<file path="src/hdl/tcc_pkg.sv">
// Constants and types for the 16-bit timer control, capture and compare block.
package tcc_pkg;

  // ----------------------------------------
  // Register byte addresses
  // ----------------------------------------
  localparam logic [7:0] ADDR_CTRL_A = 8'h80;
  localparam logic [7:0] ADDR_CTRL_B = 8'h81;
  localparam logic [7:0] ADDR_CTRL_C = 8'h82;
  localparam logic [7:0] ADDR_CNT_L = 8'h84;
  localparam logic [7:0] ADDR_CNT_H = 8'h85;
  localparam logic [7:0] ADDR_CAP_L = 8'h86;
  localparam logic [7:0] ADDR_CAP_H = 8'h87;
  localparam logic [7:0] ADDR_CMPA_L = 8'h88;
  localparam logic [7:0] ADDR_CMPA_H = 8'h89;
  localparam logic [7:0] ADDR_CMPB_L = 8'h8a;
  localparam logic [7:0] ADDR_CMPB_H = 8'h8b;
  localparam logic [7:0] ADDR_IRQ_EN = 8'h6f;
  localparam logic [7:0] ADDR_FLAGS = 8'h36;

  // ----------------------------------------
  // Field positions and masks
  // ----------------------------------------
  localparam int B_FILT_EN = 7;
  localparam int B_EDGE_SEL = 6;
  localparam int B_FORCE_A = 7;
  localparam int B_FORCE_B = 6;
  localparam int B_CAP = 5;
  localparam int B_CMPB = 2;
  localparam int B_CMPA = 1;
  localparam int B_OVF = 0;
  localparam logic [7:0] CTRL_A_MASK = 8'hf3;
  localparam logic [7:0] CTRL_B_MASK = 8'hdf;
  localparam logic [7:0] IRQ_MASK = 8'h27;
  localparam logic [7:0] RESET_BYTE = 8'h00;
  localparam logic [15:0] RESET_WORD = 16'h0000;
  localparam logic [15:0] CNT_MAX = 16'hffff;

  // ----------------------------------------
  // Clock select codes and prescaler taps
  // ----------------------------------------
  localparam logic [2:0] CS_STOP = 3'h0;
  localparam logic [2:0] CS_DIV1 = 3'h1;
  localparam logic [2:0] CS_DIV8 = 3'h2;
  localparam logic [2:0] CS_DIV64 = 3'h3;
  localparam logic [2:0] CS_DIV256 = 3'h4;
  localparam logic [2:0] CS_DIV1024 = 3'h5;
  localparam logic [2:0] CS_EXT_FALL = 3'h6;
  localparam logic [2:0] CS_EXT_RISE = 3'h7;
  localparam int PRE_BITS = 10;
  localparam int TAP8 = 3;
  localparam int TAP64 = 6;
  localparam int TAP256 = 8;
  localparam int TAP1024 = 10;
  localparam int FILT_LEN = 4;

  // Register bus request.
  typedef struct packed {
    logic [7:0] addr;
    logic [7:0] wdata;
    logic wr;
    logic rd;
  } tcc_bus_t;

endpackage

</file>
<file path="src/hdl/tcc_timer.sv">
// 16-bit timer with clock select, capture, compare, force strobes and interrupt flags.
//
// Strobed register access was left to the implementer.
`timescale 1ns/1ns
`default_nettype none

module tcc_timer
  import tcc_pkg::*;
(
  input wire logic core_clk,
  input wire logic rst,
  input wire tcc_bus_t bus,
  output logic [7:0] rdata,
  input wire logic capture_pin,
  input wire logic comparator_out,
  input wire logic comparator_capture_sel,
  input wire logic ext_count_pin,
  input wire logic global_irq_en,
  input wire logic [3:0] vector_ack,
  output logic [3:0] irq_req,
  output logic wave_out_a,
  output logic wave_out_b,
  output logic [3:0] waveform_mode,
  output logic [1:0] compare_output_mode_a,
  output logic [1:0] compare_output_mode_b
);

  // ----------------------------------------
  // Mode helpers
  // ----------------------------------------
  // Up/down counting modes.
  function automatic logic is_dual(input logic [3:0] m);
    return m inside {4'd1, 4'd2, 4'd3, 4'd8, 4'd9, 4'd10, 4'd11};
  endfunction
  // Single-slope PWM modes.
  function automatic logic is_fast(input logic [3:0] m);
    return m inside {4'd5, 4'd6, 4'd7, 4'd14, 4'd15};
  endfunction
  // Modes where the capture register is TOP.
  function automatic logic cap_is_top(input logic [3:0] m);
    return m inside {4'd8, 4'd10, 4'd12, 4'd14};
  endfunction
  // TOP value of the count sequence.
  function automatic logic [15:0] top_of(input logic [3:0] m, input logic [15:0] ca,
                                         input logic [15:0] ic);
    unique case (m)
      4'd1, 4'd5: return 16'h00ff;
      4'd2, 4'd6: return 16'h01ff;
      4'd3, 4'd7: return 16'h03ff;
      4'd4, 4'd9, 4'd11, 4'd15: return ca;
      4'd8, 4'd10, 4'd12, 4'd14: return ic;
      default: return CNT_MAX;
    endcase
  endfunction
  // Compare output action on a match or a forced match.
  function automatic logic wave_next(input logic cur, input logic [1:0] com);
    unique case (com)
      2'b01: return ~cur;
      2'b10: return 1'b0;
      2'b11: return 1'b1;
      default: return cur;
    endcase
  endfunction
  // High-byte address of any 16-bit register.
  function automatic logic is_hi(input logic [7:0] a);
    return a inside {ADDR_CNT_H, ADDR_CAP_H, ADDR_CMPA_H, ADDR_CMPB_H};
  endfunction

  // ----------------------------------------
  // Registers and decode
  // ----------------------------------------
  logic [7:0] ctrl_a_q;
  logic [7:0] ctrl_b_q;
  logic [7:0] irq_en_q;
  logic [7:0] flags_q;
  logic [7:0] temp_q;
  logic [15:0] cnt_q;
  logic [15:0] cmpa_q;
  logic [15:0] cmpb_q;
  logic [15:0] cap_q;
  logic up_q;
  logic block_q;
  logic [PRE_BITS-1:0] pre_q;
  logic ext_q;
  logic [FILT_LEN-1:0] smp_q;
  logic filt_q;
  logic filt_prev_q;
  logic [7:0] rdata_q;
  logic [3:0] mode;
  logic [15:0] top;
  logic pwm;
  logic tick;
  logic at_top;
  logic cap_src;
  logic cap_evt;
  logic hit_a;
  logic hit_b;
  logic set_ovf;
  logic set_cap;
  logic force_a;
  logic force_b;
  logic wr_cnt;
  logic [7:0] set_v;
  logic [7:0] clr_v;

  // Mode is assembled from both control registers.
  assign mode = {ctrl_b_q[4:3], ctrl_a_q[1:0]};
  assign pwm = is_dual(mode) || is_fast(mode);
  assign top = top_of(mode, cmpa_q, cap_q);
  assign at_top = (cnt_q == top);
  assign wr_cnt = bus.wr && (bus.addr == ADDR_CNT_L);
  assign waveform_mode = mode;
  assign compare_output_mode_a = ctrl_a_q[7:6];
  assign compare_output_mode_b = ctrl_a_q[5:4];
  assign rdata = rdata_q;

  // Control and enable registers; reserved bits are dropped on write so they read zero.
  always_ff @(posedge core_clk or posedge rst) begin
    if (rst) begin
      ctrl_a_q <= RESET_BYTE;
      ctrl_b_q <= RESET_BYTE;
      irq_en_q <= RESET_BYTE;
    end else if (bus.wr) begin
      if (bus.addr == ADDR_CTRL_A) ctrl_a_q <= bus.wdata & CTRL_A_MASK;
      if (bus.addr == ADDR_CTRL_B) ctrl_b_q <= bus.wdata & CTRL_B_MASK;
      if (bus.addr == ADDR_IRQ_EN) irq_en_q <= bus.wdata & IRQ_MASK;
    end
  end

  // ----------------------------------------
  // Clock select and prescaler
  // ----------------------------------------
  // The prescaler runs freely, so a divided tick may come early after a code change.
  always_ff @(posedge core_clk or posedge rst) begin
    if (rst) begin
      pre_q <= '0;
      ext_q <= 1'b0;
    end else begin
      pre_q <= pre_q + 1'b1;
      ext_q <= ext_count_pin; // Pin is read whatever its direction.
    end
  end

  // Timer tick per clock select code.
  always_comb begin
    unique case (ctrl_b_q[2:0])
      CS_STOP: tick = 1'b0;
      CS_DIV1: tick = 1'b1;
      CS_DIV8: tick = &pre_q[TAP8-1:0];
      CS_DIV64: tick = &pre_q[TAP64-1:0];
      CS_DIV256: tick = &pre_q[TAP256-1:0];
      CS_DIV1024: tick = &pre_q[TAP1024-1:0];
      CS_EXT_FALL: tick = ext_q && !ext_count_pin;
      CS_EXT_RISE: tick = !ext_q && ext_count_pin;
    endcase
  end

  // ----------------------------------------
  // Counter
  // ----------------------------------------
  // A CPU write has priority over counting; it also arms the match block.
  always_ff @(posedge core_clk or posedge rst) begin
    if (rst) begin
      cnt_q <= RESET_WORD;
      up_q <= 1'b1;
    end else if (wr_cnt) begin
      cnt_q <= {temp_q, bus.wdata};
    end else if (tick) begin
      if (is_dual(mode)) begin
        if (up_q && at_top) begin
          up_q <= 1'b0;
          cnt_q <= cnt_q - 16'h0001;
        end else if (!up_q && cnt_q == RESET_WORD) begin
          up_q <= 1'b1;
          cnt_q <= cnt_q + 16'h0001;
        end else begin
          cnt_q <= up_q ? cnt_q + 16'h0001 : cnt_q - 16'h0001;
        end
      end else if (mode != 4'd0 && mode != 4'd13 && at_top) begin
        cnt_q <= RESET_WORD; // Only a real match clears, never a force.
        up_q <= 1'b1;
      end else begin
        cnt_q <= cnt_q + 16'h0001;
        up_q <= 1'b1;
      end
    end
  end

  // The block lasts until the first tick after the write has passed.
  always_ff @(posedge core_clk or posedge rst) begin
    if (rst) begin
      block_q <= 1'b0;
    end else if (wr_cnt) begin
      block_q <= 1'b1;
    end else if (tick) begin
      block_q <= 1'b0;
    end
  end

  // ----------------------------------------
  // Compare, force and waveform outputs
  // ----------------------------------------
  assign hit_a = tick && !block_q && (cnt_q == cmpa_q);
  assign hit_b = tick && !block_q && (cnt_q == cmpb_q);
  assign force_a = bus.wr && bus.addr == ADDR_CTRL_C && bus.wdata[B_FORCE_A] && !pwm;
  assign force_b = bus.wr && bus.addr == ADDR_CTRL_C && bus.wdata[B_FORCE_B] && !pwm;

  // Compare registers update at once; there is no PWM buffering.
  always_ff @(posedge core_clk or posedge rst) begin
    if (rst) begin
      cmpa_q <= RESET_WORD;
      cmpb_q <= RESET_WORD;
    end else if (bus.wr) begin
      if (bus.addr == ADDR_CMPA_L) cmpa_q <= {temp_q, bus.wdata};
      if (bus.addr == ADDR_CMPB_L) cmpb_q <= {temp_q, bus.wdata};
    end
  end

  // Non-PWM outputs follow match or force; in PWM modes both outputs hold their value.
  always_ff @(posedge core_clk or posedge rst) begin
    if (rst) begin
      wave_out_a <= 1'b0;
      wave_out_b <= 1'b0;
    end else if (!pwm) begin
      if (hit_a || force_a) wave_out_a <= wave_next(wave_out_a, ctrl_a_q[7:6]);
      if (hit_b || force_b) wave_out_b <= wave_next(wave_out_b, ctrl_a_q[5:4]);
    end
  end

  // ----------------------------------------
  // Capture input path
  // ----------------------------------------
  assign cap_src = comparator_capture_sel ? comparator_out : capture_pin;

  // Filter needs four equal samples before it moves; this costs four cycles of delay.
  always_ff @(posedge core_clk or posedge rst) begin
    if (rst) begin
      smp_q <= '0;
      filt_q <= 1'b0;
      filt_prev_q <= 1'b0;
    end else begin
      smp_q <= {smp_q[FILT_LEN-2:0], cap_src};
      filt_prev_q <= filt_q;
      if (!ctrl_b_q[B_FILT_EN]) filt_q <= cap_src;
      else if (&smp_q) filt_q <= 1'b1;
      else if (~|smp_q) filt_q <= 1'b0;
    end
  end

  // Edge choice; capture is off while the capture register is TOP.
  assign cap_evt = !cap_is_top(mode) &&
                   (ctrl_b_q[B_EDGE_SEL] ? (filt_q && !filt_prev_q) : (!filt_q && filt_prev_q));

  // A capture beats a software write in the same cycle.
  always_ff @(posedge core_clk or posedge rst) begin
    if (rst) begin
      cap_q <= RESET_WORD;
    end else if (cap_evt) begin
      cap_q <= cnt_q;
    end else if (bus.wr && bus.addr == ADDR_CAP_L) begin
      cap_q <= {temp_q, bus.wdata};
    end
  end

  // ----------------------------------------
  // Flags and interrupt requests
  // ----------------------------------------
  // Overflow point per mode family.
  always_comb begin
    if (is_dual(mode)) set_ovf = tick && !up_q && cnt_q == RESET_WORD;
    else if (is_fast(mode)) set_ovf = tick && at_top;
    else set_ovf = tick && cnt_q == CNT_MAX;
  end

  // Capture flag source depends on whether the capture register is TOP.
  assign set_cap = cap_is_top(mode) ? (tick && up_q && at_top) : cap_evt;
  // Flags to set and to clear this cycle; a vector acknowledge clears like a written one.
  always_comb begin
    set_v = '0;
    set_v[B_CAP] = set_cap;
    set_v[B_CMPA] = hit_a; // Forces never reach here.
    set_v[B_CMPB] = hit_b;
    set_v[B_OVF] = set_ovf;
    clr_v = (bus.wr && bus.addr == ADDR_FLAGS) ? bus.wdata : '0;
    clr_v[B_CAP] = clr_v[B_CAP] | vector_ack[3];
    clr_v[B_CMPB] = clr_v[B_CMPB] | vector_ack[2];
    clr_v[B_CMPA] = clr_v[B_CMPA] | vector_ack[1];
    clr_v[B_OVF] = clr_v[B_OVF] | vector_ack[0];
  end

  // A new event in the clearing cycle survives because set is applied last.
  always_ff @(posedge core_clk or posedge rst) begin
    if (rst) begin
      flags_q <= RESET_BYTE;
    end else begin
      flags_q <= ((flags_q & ~clr_v) | set_v) & IRQ_MASK;
    end
  end

  // Request needs enable, global flag and pending flag together.
  assign irq_req = {4{global_irq_en}} &
                   {flags_q[B_CAP] & irq_en_q[B_CAP], flags_q[B_CMPB] & irq_en_q[B_CMPB],
                    flags_q[B_CMPA] & irq_en_q[B_CMPA], flags_q[B_OVF] & irq_en_q[B_OVF]};

  // ----------------------------------------
  // Shared high-byte latch and read path
  // ----------------------------------------
  // High writes park in the latch; low reads load it with the matching high byte.
  always_ff @(posedge core_clk or posedge rst) begin
    if (rst) begin
      temp_q <= RESET_BYTE;
    end else if (bus.wr && is_hi(bus.addr)) begin
      temp_q <= bus.wdata;
    end else if (bus.rd) begin
      unique case (bus.addr)
        ADDR_CNT_L: temp_q <= cnt_q[15:8];
        ADDR_CAP_L: temp_q <= cap_q[15:8];
        ADDR_CMPA_L: temp_q <= cmpa_q[15:8];
        ADDR_CMPB_L: temp_q <= cmpb_q[15:8];
        default: temp_q <= temp_q;
      endcase
    end
  end

  // Read data stand one cycle after the strobe; unmapped addresses and force bits read zero.
  always_ff @(posedge core_clk or posedge rst) begin
    if (rst) begin
      rdata_q <= RESET_BYTE;
    end else if (bus.rd) begin
      unique case (bus.addr)
        ADDR_CTRL_A: rdata_q <= ctrl_a_q;
        ADDR_CTRL_B: rdata_q <= ctrl_b_q;
        ADDR_CNT_L: rdata_q <= cnt_q[7:0];
        ADDR_CAP_L: rdata_q <= cap_q[7:0];
        ADDR_CMPA_L: rdata_q <= cmpa_q[7:0];
        ADDR_CMPB_L: rdata_q <= cmpb_q[7:0];
        ADDR_IRQ_EN: rdata_q <= irq_en_q;
        ADDR_FLAGS: rdata_q <= flags_q;
        default: rdata_q <= is_hi(bus.addr) ? temp_q : RESET_BYTE;
      endcase
    end else begin
      rdata_q <= RESET_BYTE;
    end
  end
endmodule

`default_nettype wire

</file>
<file path="config.mk">
export PLATFORM = sky130hd
export DESIGN_NAME = tcc_timer
export DESIGN_NICKNAME = d
export VERILOG_FILES = /design/src/hdl/tcc_pkg.sv /design/src/hdl/tcc_timer.sv
export SDC_FILE = /design/constraint.sdc
export NUM_CORES = 1
export LEC_CHECK = 0
export BUFFER_PORTS_ARGS = -buffer_cell sky130_fd_sc_hd__buf_2
export CAP_MARGIN = 10
export CORE_MARGIN = 4
export CORE_UTILIZATION = 25
export CTS_CLUSTER_DIAMETER = 100
export DETAILED_ROUTE_END_ITERATION = 10
export GPL_ROUTABILITY_DRIVEN = 0
export GPL_TIMING_DRIVEN = 0
export PLACE_DENSITY_LB_ADDON = 0.05
export SLEW_MARGIN = 20
export SYNTH_ARGS = -nofsm -noshare
export SYNTH_HDL_FRONTEND = slang
export SYNTH_SLANG_ARGS = --single-unit
</file>
<file path="constraint.sdc">
create_clock -name core_clk -period 7.3 [get_ports core_clk]
set_input_delay 0.365 -clock core_clk [delete_from_list [all_inputs] [get_ports core_clk]]
set_output_delay 0.365 -clock core_clk [all_outputs]
set_load 0.02 [all_outputs]
</file>
Word-level counts from Yosys, hierarchy flattened
Cells that the tools add are included.
{"block": "totals", "reg_bits": 122}
{"block": "op_classes", "add_sub_neg": 3, "n_eq_ne": 47, "muxes": 33, "n_bitwise": 16, "n_reduce_logical": 71}
{"operator": "$mux W16", "n": 9}
{"operator": "$eq A8 B8 Y1 const B", "n": 11}
{"operator": "$pmux W16 S5", "n": 1}
{"operator": "$pmux W8 S8", "n": 1}
{"operator": "$eq A16 B16 Y1", "n": 3}
{"operator": "$mux W8", "n": 4}
{"operator": "$pmux W8 S4", "n": 1}
{"operator": "$eq A4 B4 Y1 const B", "n": 7}
{"operator": "$logic_and A1 B1 Y1", "n": 27}
{"operator": "$add A16 B1 Y16 const B", "n": 1}
{"operator": "$eq A16 B16 Y1 const B", "n": 1}
{"operator": "$eq A4 B3 Y1 const B", "n": 4}
{"operator": "$logic_not A16 Y1", "n": 1}
{"operator": "$sub A16 B1 Y16 const B", "n": 1}
{"operator": "$mux W1", "n": 13}
{"operator": "$eq A3 B3 Y1 const B", "n": 4}
{"operator": "$reduce_and A2 Y1", "n": 6}
{"operator": "$reduce_and A3 Y1", "n": 4}
{"operator": "$reduce_bool A4 Y1", "n": 3}
{"operator": "$reduce_or A4 Y1", "n": 3}
{"operator": "$add A10 B1 Y10 const B", "n": 1}
{"operator": "$reduce_and A10 Y1", "n": 1}
{"operator": "$reduce_bool A5 Y1", "n": 2}
{"operator": "$eq A2 B2 Y1 const B", "n": 4}
{"operator": "29 further kinds", "n": 57}

Depth between registers and ports, before layout
{"block": "logic_depth", "word_depth": 9, "depth_mapped": 13, "ltp_nobuf": 11}

Least setup slack after synthesis
OpenSTA, ideal clock, no wires.
{"block": "synth_path", "path_type": "flip-flop to flip-flop", "startpoint": "register ctrl_a_q[1]", "endpoint": "register cnt_q[14]", "setup_time_ps": 126, "t_arrival_ps": 2881, "required_ps": 7174, "slack_ps": 4293, "path_stages_with_launch": 12, "n_path_buf": 1, "period_less_slack_ps": 3007, "cell_sequence": "dfrtp_1 > nor2b_1 > buf_2 > or3_1 > a32o_1 > nor4_2 > nand4_1 > or3_4 > a21boi_4 > mux2i_1 > o21ai_0 > a221o_1"}
{"block": "synth_via", "elab_chain_len": 9, "elab_cells_between_ends": 32, "classes_between": "eq/ne: 16; mux: 6; reduce/logical: 10"}
{"element": "start, declared", "line": "tcc_timer.sv:72", "text": "logic [7:0] ctrl_a_q;"}
{"element": "start signal, assigned", "line": "tcc_timer.sv:124", "text": "if (bus.addr == ADDR_CTRL_A) ctrl_a_q <= bus.wdata & CTRL_A_MASK;"}
{"element": "$eq A4 B4 Y1, or another cell as far along", "line": "tcc_timer.sv:46", "text": "unique case (m)"}
{"element": "$reduce_or A4 Y1 / $reduce_or A2 Y1 (equally long branches)", "line": "tcc_timer.sv:46"}
{"element": "$pmux W16 S5", "line": "tcc_timer.sv:46"}
{"element": "$eq A16 B16 Y1", "line": "tcc_timer.sv:110", "text": "assign at_top = (cnt_q == top);"}
{"element": "$logic_and A1 B1 Y1 (on tied branches)", "line": "tcc_timer.sv:179, tcc_timer.sv:170"}
{"element": "$mux W16 (on tied branches)", "line": "tcc_timer.sv:179, tcc_timer.sv:170"}
{"element": "$mux W16 (*)", "line": "tcc_timer.sv:169", "text": "if (is_dual(mode)) begin"}
{"element": "$mux W16 (*)", "line": "tcc_timer.sv:168", "text": "end else if (tick) begin"}
{"element": "$mux W16 (*)", "line": "tcc_timer.sv:166", "text": "end else if (wr_cnt) begin"}
{"element": "end signal, assigned", "line": "tcc_timer.sv:167", "text": "cnt_q <= {temp_q, bus.wdata};"}
{"element": "end signal, assigned", "line": "tcc_timer.sv:172", "text": "cnt_q <= cnt_q - 16'h0001;"}
{"element": "end signal, assigned", "line": "tcc_timer.sv:183", "text": "cnt_q <= cnt_q + 16'h0001;"}
{"element": "end, declared", "line": "tcc_timer.sv:77", "text": "logic [15:0] cnt_q;"}
Mark *: on every way between the ends. The rest lies on a longest branch, timed or not. The select of a mux whose other input is x is not followed.
A chain may end at the register's enable or synchronous reset.

Worst setup path after layout
{"block": "layout_path", "startpoint": "register ctrl_a_q[1]", "endpoint": "register cnt_q[12]"}
The elaborated chain is that of the path after synthesis.

==> reports/qor.csv <==
metric,value,unit
drt_iter0_drc,504,
tns,0,ns
io_pins,51,
drv_slew,0,
swShare,34.97,%
p_int,1.584,mW
worstSetupPathType,reg -> reg,
relSlewSlack,28.87,%
timing.final.crit_share,55.57,%
htree_num_levels,4,
ff2ff_setup_slack,3.24,ns
nets,937,
clk_path_buf_depth,2,
reg2reg_depth,11,
ys_types,66,
whs,0.06219,ns
timing.final.crit_period,4.056,ns
grt_max_degree,93,
rr_startpoint,ctrl_a_q[1]$_DFFE_PP0P_,
first_global_vias,6967,
drt_first_pass_iters,5,
r2r_end,cnt_q[12]$_DFFE_PP0P_,
syn_nets,870,
diodes,0,
skew,0.01216,ns
final_common_cell,dfrtp_1,
yosys_most_used_dff,dfrtp_1,
drc,0,
p_leak,3.731,nW
portBuffers,45,
core_area,0.02995,mm²
syn_avg_cell_area,9.152,µm²
crit_path_end_kind,flip-flop,
syn_area,0.007651,mm²
cp_max_fo,10,
multi_input_area,0.004282,mm²
synth_edf_count,0,
vias,7033,
hp-start,ext_count_pin,
dieHeight,182.9,µm
start_util,25.54,%
area_growth,18.82,%
fillers,3208,
clockPowerShare,39.8,%
peakVddDrop,0.1430,mV
synthArstFlopShare,100.0,%
routedWlPerCell,24.81,µm
hold_class,in -> reg,
status,"finished, final reports clean",
cap_viol_max_count,0,
synthCells,836,
p_switching,0.8516,mW
post_cts_buffers,0,
track_usage,19.45,%
tightestPinTransition,1.059,ns
ys.warnings.count,0,
setup_viol,0,
seq_area_frac_synth,39.92,%
drive_gt1_share,16.70,%
wl,32410,µm
dieArea,0.03347,mm²
combPwrFrac,24.9,%
seqCellArea,0.003054,mm²
hpwlAfterDp,24140,µm
crit_path_start_kind,flip-flop,
die_w,182.9,µm
ant_nets,0,
hold_depth,1,
whs_endpoint,ext_q$_DFF_PP0_,
final_cell_mix,"121 x dfrtp_1, 73 x nand2_1, 56 x nor2_1",
power.density,267.9,mW/mm²
cts_tree,built,
insertion_delay,0.44,ns
synth_seq_cells,122,
cts_sinks,122,
antenna_found_initial,0,
utilization,30.35,%
row_count,63,
grt_pass1_wl,48220,µm
worst-endpoint-required,7.58,ns
hold_viol,0,
cts_buffers,17,
p_seq_share,35.2,%
cts.reportedPaths.clkPinSlew,0.06,ns
gr-total-overflow,0,
cts_root_buf,clkbuf_16,
rsz0062_at_grt,no,
critPathArrivalTime,4.34,ns
fmax,0.2465,GHz
routed_via_density,5.385,
registers in the layout, summed over array words and instances, names as in the netlist, 4 cells and up:
name      flops
cnt_q        16
cmpb_q       16
flags_q       4
ctrl_b_q      7
rdata         8
smp_q         4
cmpa_q       16
pre_q        10
cap_q        16
ctrl_a_q      6
temp_q        8
irq_en_q      4
power by group through the flow:
stage                     clock network (mW)  logic (mW)  registers [mW]
after floorplan                            0       0.416           0.812
final                                  0.970       0.607           0.858
after CTS                              0.990       0.606           0.854
after global placement                     0       0.601           0.869
after global routing                    1.02       0.662           0.864
after detailed placement                   0       0.603           0.864
layout make-up:
| class | instances | share of cell area, % |
|---|---|---|
| repair buffers | 48 | 2.973 |
| clock inverters | 13 | 2.353 |
| multi-input cells | 633 | 47.10 |
| well taps | 390 | 5.367 |
| inverters | 21 | 0.9496 |
| flip-flops and latches | 122 | 33.59 |
| clock buffers | 19 | 4.872 |
| plain buffers | 60 | 2.794 |
kinds of logic after synthesis:
group	Yosys count	synth area share, %
fa+ha+maj	5	0.8177
xor+xnor	53	6.067
simple gates	276	18.33
buf+inv	81	4.350
compound gates	218	19.10
mux	81	11.41
flops	122	39.92
metal layers:
| layer | global-route usage, % | vias to the layer above | share of wire (%) |
|---|---|---|---|
| met5 | 0 | - | 0 |
| met4 | 5.632 | 0 | 2.2 |
| met3 | 3.550 | 36 | 3.5 |
| met2 | 31.10 | 148 | 47 |
| met1 | 26.98 | 3638 | 47 |
| li1 | - | 3211 | - |
worst max path at each step:
stage	start	endpoint	depth (start not counted)	slack (ns)
after global routing	ctrl_a_q[1]$_DFFE_PP0P_	cnt_q[12]$_DFFE_PP0P_	11	3.04
after CTS	ctrl_a_q[1]$_DFFE_PP0P_	cnt_q[12]$_DFFE_PP0P_	11	3.24
after detailed placement	ctrl_a_q[1]$_DFFE_PP0P_	cnt_q[12]$_DFFE_PP0P_	11	3.29
final	ctrl_a_q[1]$_DFFE_PP0P_	cnt_q[12]$_DFFE_PP0P_	11	3.24
after global placement	rst	cnt_q[9]$_DFFE_PP0P_	2	1.67
after floorplan	rst	block_q$_DFFE_PP0P_	1	3.69
worst max-delay path, stage by stage, from the launching register on:
cell      delay [ns]
dfrtp_1         0.65
clkbuf_1        0.53
nand2b_1        0.12
a32oi_1         0.32
nor3_1          0.09
nor4b_1         0.33
nand4_1         0.17
nor3_1          0.50
a21o_1          0.39
o21ai_1         0.30
a221oi_1        0.40
a311oi_1        0.10
Yosys cell counts, drive strengths merged, types with 7 or more instances:
cell / number / share of area, %
nor3: 27 / 1.8
clkbuf: 41 / 2.0
or3: 7 / 0.64
dfrtp: 121 / 40
inv: 20 / 0.98
a221oi: 8 / 0.92
mux2i: 31 / 4.1
nor2: 56 / 2.7
nand2b: 16 / 1.3
a31oi: 12 / 0.98
buf: 19 / 1.3
a21oi: 51 / 3.5
o21ai: 54 / 3.5
xnor2: 47 / 5.4
a221o: 10 / 1.3
a22oi: 31 / 3.0
nand2: 73 / 3.6
nand3: 23 / 1.5
and3: 18 / 1.5
nand4: 12 / 0.98
mux2: 50 / 7.4
nor4: 12 / 1.1
repair_timing:
item,4_1_cts,5_1_grt
endpoints found under the hold margin,30,0
hold buffers,1,0
resized for setup,0,0
through the flow:
| step | setup slack [ns] | total power, mW | instance area, µm² | std cells |
|---|---|---|---|---|
| 3_5_place_dp | 3.292 | 1.467 | 8424 | 1273 |
| 5_1_grt | 3.038 | 2.544 | 9091 | 1306 |
| 6_report | 3.244 | 2.436 | 9091 | 1306 |
| 2_1_floorplan | 3.694 | 1.227 | 7651 | 836 |
| 3_3_place_gp | 1.671 | 1.470 | 8364 | 1271 |
| 4_1_cts | 3.241 | 2.450 | 9091 | 1306 |
Power figures use the tool's default switching activity.
